[src/hw/slf_regs.svh]
// Offsets, field positions, reset values and command codes of the limit, interrupt and FIFO block
//
// Contract
// - Low limits reset to 0000h, high limits to FFFFh until the host writes them.
// - Limits compare with the upper 16 bits of the filtered conversion result.
// - Compare only at conversion end; a later limit write never re-compares.
// - In automatic mode with ratio above one, compare once per measurement.
// - Out-of-limit result sets its flag; pin driven only when masked in.
// - High flag when result above high limit; low flag when below low limit.
// - Mask bit zero hides a flag from the pin; the flag still sets.
// - All interrupt mask bits reset to zero.
// - Writing one clears a flag; zero bits leave flags unchanged.
// - Flag bit 7 reports the register CRC check: 1 means failed.
// - Temperature flags and done flag assert after the temperature step.
// - After first done, read returns new temperature with previous pressure.
// - FIFO holds 32 pairs in order; full mode drops results when full.
// - Update mode overwrites the oldest entry once 31 entries are held, cycling forever.
// - Read pointer advances at start of a FIFO read; aborted reads lose entry.
// - Update mode keeps at most 31 retrievable entries.
// - FIFO-full flag sets when 32 unread pairs are held.
// - Threshold flag sets when n unread pairs are held, n from 1 to 31.
// - FIFO flags update only at conversion end; storage continues past threshold.
// - FIFO mode off empties the FIFO and resets both pointers.
// - Configuration access is refused while automatic measurement runs.
// - Each stored pair reuses the latest temperature result.
// - Timer events with no scheduled conversion store nothing.
// - FIFO mode 0 off, 1 stop-when-full, 2 or 3 overwrite.
// - Threshold is a five-bit field; zero disables the threshold flag.
`ifndef SLF_REGS_SVH
`define SLF_REGS_SVH

`define SLF_LIMIT_LOW_RST 16'h0000
`define SLF_LIMIT_HIGH_RST 16'hFFFF
`define SLF_MASK_RST 8'h00
`define SLF_FLAGS_RST 8'h00

`define SLF_BIT_CRC 7
`define SLF_BIT_PHIGH 6
`define SLF_BIT_PLOW 5
`define SLF_BIT_THIGH 4
`define SLF_BIT_TLOW 3
`define SLF_BIT_FULL 2
`define SLF_BIT_THR 1
`define SLF_BIT_DONE 0

`define SLF_OP_THR_MSB 12
`define SLF_OP_THR_LSB 8
`define SLF_OP_MODE_MSB 7
`define SLF_OP_MODE_LSB 6

`define SLF_CMD_LIMIT_HI 4'h3
`define SLF_CMD_INT_HI 4'h1
`define SLF_LIM_P_LOW 2'h0
`define SLF_LIM_P_HIGH 2'h1
`define SLF_LIM_T_LOW 2'h2
`define SLF_LIM_T_HIGH 2'h3

`endif

[src/hw/slf_pkg.sv]
// Types shared by the limit, interrupt and FIFO block
package slf_pkg;
    typedef enum logic [1:0] {
        FIFO_OFF,
        FIFO_FULL_MODE,
        FIFO_UPDATE_MODE
    } slf_fifo_mode_e;

    // One conversion finishing, as seen by the result logic
    typedef struct packed {
        logic valid;
        logic isTemp;
        logic store;
        logic compare;
        logic [23:0] result;
    } slf_conv_s;

    // One host command byte with its data word
    typedef struct packed {
        logic valid;
        logic [7:0] cmd;
        logic [15:0] data;
    } slf_cmd_s;

    typedef struct packed {
        logic valid;
        logic [15:0] data;
    } slf_rsp_s;

    typedef struct packed {
        logic valid;
        logic [23:0] temp;
        logic [23:0] press;
    } slf_pair_s;
endpackage : slf_pkg

[src/hw/slf_result_unit.sv]
// Limit comparison, interrupt flags and mask, result FIFO
`timescale 1ns/1ps
`include "slf_regs.svh"

module slf_result_unit #(
    parameter int DEPTH = 32,
    parameter int PTR_W = 5
) (
    // Clock and reset
    input wire logic core_clk,
    input wire logic rst,
    // Conversion results from the converter and filter
    input wire slf_pkg::slf_conv_s conv,
    // Operating register fields and status
    input wire logic [15:0] opReg,
    input wire logic autoRun,
    input wire logic crcFail,
    // Decoded host commands
    input wire slf_pkg::slf_cmd_s cmd,
    input wire logic fifoRead,
    // Answers to the host
    output slf_pkg::slf_rsp_s rsp,
    output slf_pkg::slf_pair_s fifoData,
    output logic [23:0] lastTemp,
    output logic [23:0] lastPress,
    output logic cfgRefused,
    output logic intOut
);
    // ==========================================================
    // State
    typedef struct packed {
        logic [3:0][15:0] limits;
        logic [7:0] flags;
        logic [7:0] mask;
        logic [23:0] temp;
        logic [23:0] press;
        logic [PTR_W-1:0] wrPtr;
        logic [PTR_W-1:0] rdPtr;
        logic [PTR_W:0] count;
        slf_pkg::slf_rsp_s rsp;
        slf_pkg::slf_pair_s fifoData;
        logic cfgRefused;
        logic intOut;
    } slf_state_s;

    slf_state_s state_q;
    slf_state_s state_d;
    logic [47:0] mem_q [DEPTH];

    localparam logic [PTR_W:0] DEPTH_C = (PTR_W+1)'(DEPTH);
    localparam logic [PTR_W:0] DEPTH_M1 = (PTR_W+1)'(DEPTH - 1);

    slf_pkg::slf_fifo_mode_e fifoMode;
    logic [4:0] thr;
    logic [15:0] msb16;
    logic doStore;
    logic doPush;
    logic [PTR_W:0] storeLim;
    logic doRead;
    logic isLimCmd;
    logic isIntCmd;
    logic [7:0] setMask;
    logic [7:0] clrMask;
    logic [23:0] pairT;
    logic [23:0] pairP;
    logic [PTR_W:0] cntNext;

    // ==========================================================
    // Decode
    always_comb begin
        unique case (opReg[`SLF_OP_MODE_MSB:`SLF_OP_MODE_LSB])
            2'h0: fifoMode = slf_pkg::FIFO_OFF;
            2'h1: fifoMode = slf_pkg::FIFO_FULL_MODE;
            default: fifoMode = slf_pkg::FIFO_UPDATE_MODE;
        endcase
        thr = opReg[`SLF_OP_THR_MSB:`SLF_OP_THR_LSB];
        msb16 = conv.result[23:8];
        isLimCmd = cmd.valid && cmd.cmd[7:4] == `SLF_CMD_LIMIT_HI;
        isIntCmd = cmd.valid && cmd.cmd[7:4] == `SLF_CMD_INT_HI && cmd.cmd[3];
    end

    // ==========================================================
    // Next state
    always_comb begin
        state_d = state_q;
        state_d.rsp.valid = 1'b0;
        state_d.fifoData.valid = 1'b0;
        setMask = 8'h00;
        clrMask = 8'h00;
        doStore = 1'b0;
        doPush = 1'b0;
        doRead = 1'b0;
        // Update mode stops one short of full so the cursors never meet
        storeLim = (fifoMode == slf_pkg::FIFO_UPDATE_MODE) ? DEPTH_M1 : DEPTH_C;
        pairT = state_q.temp;
        pairP = state_q.press;
        cntNext = state_q.count;

        // Host command handling
        if (isLimCmd) begin
            if (cmd.cmd[3]) begin
                state_d.rsp.valid = 1'b1;
                state_d.rsp.data = state_q.limits[cmd.cmd[2:1]];
            end else begin
                // Only future conversions see the new value; no re-compare
                state_d.limits[cmd.cmd[2:1]] = cmd.data;
            end
        end
        if (isIntCmd) begin
            if (cmd.cmd[1]) begin
                state_d.rsp.valid = 1'b1;
                state_d.rsp.data = {8'h00, cmd.cmd[2] ? state_q.flags : state_q.mask};
            end else if (cmd.cmd[2]) begin
                clrMask = cmd.data[7:0];
            end else begin
                state_d.mask = cmd.data[7:0];
            end
        end
        state_d.cfgRefused = cmd.valid && cmd.cmd[7:3] == 5'b00100 && autoRun;

        // Conversion end: flags raised at once per step
        if (conv.valid) begin
            setMask[`SLF_BIT_DONE] = 1'b1;
            if (conv.compare) begin
                if (conv.isTemp) begin
                    setMask[`SLF_BIT_THIGH] = msb16 > state_q.limits[`SLF_LIM_T_HIGH];
                    setMask[`SLF_BIT_TLOW] = msb16 < state_q.limits[`SLF_LIM_T_LOW];
                end else begin
                    setMask[`SLF_BIT_PHIGH] = msb16 > state_q.limits[`SLF_LIM_P_HIGH];
                    setMask[`SLF_BIT_PLOW] = msb16 < state_q.limits[`SLF_LIM_P_LOW];
                end
            end
            // Pressure stays old until its own step finishes
            if (conv.isTemp) begin
                state_d.temp = conv.result;
                pairT = conv.result;
            end else begin
                state_d.press = conv.result;
                pairP = conv.result;
            end
            // Skipped timer events never assert valid, so nothing is stored
            doStore = conv.store && fifoMode != slf_pkg::FIFO_OFF;
        end

        // FIFO
        doRead = fifoRead && state_q.count != '0 && fifoMode != slf_pkg::FIFO_OFF;
        if (doRead) begin
            state_d.fifoData.valid = 1'b1;
            state_d.fifoData.temp = mem_q[state_q.rdPtr][47:24];
            state_d.fifoData.press = mem_q[state_q.rdPtr][23:0];
            state_d.rdPtr = state_q.rdPtr + 1'b1;
            cntNext = cntNext - 1'b1;
        end
        if (doStore) begin
            if (cntNext < storeLim) begin
                doPush = 1'b1;
                state_d.wrPtr = state_q.wrPtr + 1'b1;
                cntNext = cntNext + 1'b1;
            end else if (fifoMode == slf_pkg::FIFO_UPDATE_MODE) begin
                // Oldest dropped so the reader never meets the writer
                doPush = 1'b1;
                state_d.wrPtr = state_q.wrPtr + 1'b1;
                state_d.rdPtr = state_d.rdPtr + 1'b1;
            end
            if (cntNext == DEPTH_C) begin
                setMask[`SLF_BIT_FULL] = 1'b1;
            end
            if (thr != 5'h00 && cntNext >= {1'b0, thr}) begin
                setMask[`SLF_BIT_THR] = 1'b1;
            end
        end
        state_d.count = cntNext;
        if (fifoMode == slf_pkg::FIFO_OFF) begin
            state_d.wrPtr = '0;
            state_d.rdPtr = '0;
            state_d.count = '0;
        end

        // Set wins over a simultaneous clear
        state_d.flags = (state_q.flags & ~clrMask) | setMask;
        state_d.flags[`SLF_BIT_CRC] = crcFail;
        state_d.intOut = |(state_d.flags & state_d.mask);
    end

    // ==========================================================
    // Registers
    always_ff @(posedge core_clk) begin
        if (rst) begin
            state_q <= '0;
            state_q.limits[`SLF_LIM_P_LOW] <= `SLF_LIMIT_LOW_RST;
            state_q.limits[`SLF_LIM_T_LOW] <= `SLF_LIMIT_LOW_RST;
            state_q.limits[`SLF_LIM_P_HIGH] <= `SLF_LIMIT_HIGH_RST;
            state_q.limits[`SLF_LIM_T_HIGH] <= `SLF_LIMIT_HIGH_RST;
            state_q.mask <= `SLF_MASK_RST;
            state_q.flags <= `SLF_FLAGS_RST;
        end else begin
            state_q <= state_d;
        end
    end

    // Pair uses latest temperature when no new one arrived
    always_ff @(posedge core_clk) begin
        // A dropped full-mode store must not touch the oldest unread entry
        if (doPush) begin
            mem_q[state_q.wrPtr] <= {pairT, pairP};
        end
    end

    // ==========================================================
    // Outputs
    always_comb begin
        rsp = state_q.rsp;
        fifoData = state_q.fifoData;
        lastTemp = state_q.temp;
        lastPress = state_q.press;
        cfgRefused = state_q.cfgRefused;
        intOut = state_q.intOut;
    end
endmodule : slf_result_unit

[config.mk]
export PLATFORM = sky130hd
export DESIGN_NAME = slf_result_unit
export DESIGN_NICKNAME = d
export VERILOG_FILES = /design/src/hw/slf_pkg.sv /design/src/hw/slf_result_unit.sv
export VERILOG_INCLUDE_DIRS = /design/src /design/src/hw
export SDC_FILE = /design/constraint.sdc
export NUM_CORES = 2
export LEC_CHECK = 0
export ABC_AREA = 1
export BUFFER_PORTS_ARGS = -buffer_cell sky130_fd_sc_hd__buf_2
export CAP_MARGIN = 20
export CORE_MARGIN = 4
export CORE_UTILIZATION = 40
export CTS_CLUSTER_DIAMETER = 60
export DETAILED_ROUTE_END_ITERATION = 10
export PLACE_DENSITY = 0.57
export SLEW_MARGIN = 20
export SYNTH_ARGS = -nofsm -noshare
export SYNTH_HDL_FRONTEND = slang
export SYNTH_SLANG_ARGS = --single-unit
[constraint.sdc]
create_clock -name core_clk -period 5.6 [get_ports core_clk]
set_input_delay 0.28 -clock core_clk [delete_from_list [all_inputs] [get_ports core_clk]]
set_output_delay 0.28 -clock core_clk [all_outputs]
set_load 0.01 [all_outputs]
==> run_results.csv <==
group,metric,value,unit
logic_synthesis,synth_edf_count,1536,
status,status,"finished, final reports clean",
worst_setup_path,r2r_end,"mem_q[26][32]$_DFFE_PP_",
cts,cts_buffers,181,
placement,dpl.hpwl,121000,um
finish,layout_commonest_cell,"edfxtp_1",
logic_synthesis,async_reset_ff_share,0,%
cts,cts_tree,"built",
floorplanning,core_area,175000,sq um
floorplanning,die_h,428,um
power,p_total,29.3,mW
grt,track_usage,22.3,%
worst_setup_path,crit_chain,"inv_1 -> ha_1 -> nand3_4 -> nand2_4 -> buf_4 -> nand2_2 -> nand2_4 -> ha_1 -> a21oi_1 -> nor2_1 -> a211oi_2 -> nand2_4 -> a21oi_4 -> nand2_1 -> nor2_4 -> buf_12",
worst_setup_path,crit_arrival,5.18,ns
drt,drt_pass1_iterations,6,
worst_setup_path,slowest_stage,"nor2_4",
worst_setup_path,required,6.06,ns
timing,finalHoldViolCount,0,
timing,fin_crit,4.71,ns
grt,grt_max_degree,210,
logic_synthesis,synth_seq_area_share,71.3,%
logic_synthesis,yosys.area.top_type,"edfxtp_1",
drt,first_iter_violations,5444,
worst_setup_path,cpMostUsedCell,"nand2_4",
floorplanning,fp.dieArea,183000,sq um
cts,root_buffer,"clkbuf_16",
timing,max_slew.worst_pin.slew,1.25,ns
worst_setup_path,cp_max_fo,55,
cts,cts_max_level,4,
logic_synthesis,synth-main-ff-cell,"edfxtp_1",
finish,final_cell_mix,"1,536 x edfxtp_1, 887 x o21ai_0, 874 x nor2_1",
logic_synthesis,synth.avg_cell_area,12.1,sq um
cts,clkSlewWorstSetupHoldPaths,0.06,ns
timing,setup_viol,0,
finish,nets,6013,
finish,fin_util,45.8,%
floorplanning,start_util,40.4,%
power,power_density,365,nW/um^2
timing,finalCritPeriodShare,84.2,%
drt,drc,0,
logic_synthesis,ys_types,46,
worst_setup_path,critPathMaxStageDelay,0.63,ns
worst_setup_path,rr_worst_depth,16,
drt,drt_wl_total,210000,um
logic_synthesis,ys.warnings.count,0,
worst_setup_path,reg2reg_slack,0.89,ns
floorplanning,die_w,428,um
worst_setup_path,worstSetupStartpointType,"flip-flop",
drt,ant_nets,0,
timing,slew_headroom,16.3,%
grt,grt_pass1_wl,309000,um
hold_path,worstHoldPathType,"primary input to flip-flop",
cts,cts.path.max_buffers,3,
timing,rsz0062_at_grt,"false",
cts,insertion_delay,0.83,ns
worst_setup_path,cp-startpoint,"state_q[68]$_SDFF_PP0_",
job,cap_violations,0,
logic_synthesis,syn_area,70600,sq um
worst_setup_path,r2r_start,"state_q[68]$_SDFF_PP0_",
worst_setup_path,worst_setup_path_end_kind,"flip-flop",
logic_synthesis,netlist_instances,5817,
grt,antenna_found_initial,6,
drt,viasPerCell,5.68,
logic_synthesis,synth_top_area_share,65.3,%
cts,cts_resized,0,
floorplanning,ioPinCount,190,
power,p_leak,27.3,nW
placement,io_buffers,179,
cts,cts_setup_buffers,0,
power,ir_drop,0.000259,V
placement,gp_congestion,0.849,
drt,num_vias,47300,
cts,cts_sinks,1748,
logic_synthesis,synth_fp_nets,5972,
logic_synthesis,synth_area_leaders,"edfxtp_1 65%, o21ai_0 6.3%, dfxtp_1 6.0%",
timing,drv_slew,0,
floorplanning,std_cell_rows,153,
finish,syn2layout_area_growth,13.5,%
timing,hold-worst-slack,0.0633,ns
drt,wl_per_cell,25.2,um
worst_setup_path,crit_type,"flip-flop to flip-flop",
grt,grt_pass1_vias,45500,
finish,drive_gt1_share,10.6,%
timing,fin_worst_skew,0.0356,ns
cts,holdBufCountCts,43,
grt,grt_overflow,0,
worst_setup_path,endpoint,"mem_q[26][32]$_DFFE_PP_",
timing,fin_setup_tns,0,ns
timing,max_freq,0.212,GHz
logic_synthesis,synth_seq_cells,1748,
## metal layers
layer / up-vias / track usage, % / part of all wire (%)
met2: 2001 / 34.8 / 46
met5: - / 0 / 0.013
met1: 23800 / 31.4 / 43
li1: 21300 / - / -
met3: 309 / 4.58 / 8.5
met4: 4 / 7.03 / 3.0
## where the power goes
part / switching, mW / leakage, nW / internal, mW
registers: 0.0984 / 15.7 / 14.4
clock network: 5.04 / 2.76 / 6.65
logic: 2.24 / 8.82 / 0.787
## stage by stage
stage	instances	setup slack [ns]	area (sq um)
final	8328	0.886	80100
after global routing	8326	0.590	80100
after CTS	8315	0.835	79900
after detailed placement	7947	0.614	73800
after global placement	7945	0.631	73700
after floorplan	5817	0.588	70600
## Yosys cell counts, types with 47 or more instances
cell type / number
buf_2: 47
nand2_1: 482
dfxtp_1: 212
o21ai_0: 888
ha_1: 81
nand4_1: 107
a21oi_1: 143
o22ai_1: 249
nand3_1: 140
o221ai_1: 159
buf_4: 120
o211ai_1: 73
edfxtp_1: 1536
nor2_1: 908
clkbuf_1: 311
inv_1: 251
## worst max-delay path, delay by kind of cell (launching register included)
kind | cells | cell delay, ns
AOI/OAI and AO/OA | 3 | 0.75
buffers and inverters | 3 | 0.84
adders and majority gates | 2 | 0.47
and+or+nand+nor | 8 | 1.89
DFF | 1 | 0.35
## cell families (layout without fill, tap and decap cells)
| logic type | count (synthesis) | after routing | share of synthesized area [%] |
|---|---|---|---|
| buffers and inverters | 759 | 942 | 4.77 |
| xor gates and xnor gates | 7 | 7 | 0.0868 |
| DFF | 1748 | 1748 | 71.3 |
| and+or+nand+nor | 1679 | 1679 | 9.74 |
| adders and majority gates | 81 | 81 | 1.44 |
| AOI/OAI and AO/OA | 1543 | 1543 | 12.6 |
| other | 0 | 3 | 0 |
## state kept, by name, summed over array words and instances (netlist names)
| name | cells |
|---|---|
| cfgRefused | 1 |
| intOut | 1 |
| state_q | 96 |
| fifoData | 49 |
| lastTemp | 24 |
| lastPress | 24 |
| mem_q | 1536 |
| rsp | 17 |
## cell type report
class                      count  area (sq um)
antenna                        3          7.51
clock buffer                 246          4860
clock inverter                79           825
fill                       15600         94700
inverter                     260          1000
multi-input combinational   3310         17100
sequential                  1748         50400
tap                         2325          2910
timing repair buffer         357          3010
## how the worst min path moves through the flow
stage | slack [ns] | from | cells after the start | endpoint
floorplan | 0.36 | cmd[19] | 1 | cfgRefused$_SDFF_PP0_
global placement | 0.45 | fifoData[5]$_SDFFE_PP0N_ | 2 | fifoData[5]$_SDFFE_PP0N_
detailed placement | 0.45 | fifoData[27]$_SDFFE_PP0N_ | 2 | fifoData[27]$_SDFFE_PP0N_
CTS | 0.002 | conv[13] | 3 | lastPress[13]$_SDFFE_PP0P_
global route | 0.03 | conv[12] | 3 | lastPress[12]$_SDFFE_PP0P_
finish | 0.06 | conv[18] | 3 | lastPress[18]$_SDFFE_PP0P_
Power figures use the tool's default switching activity.
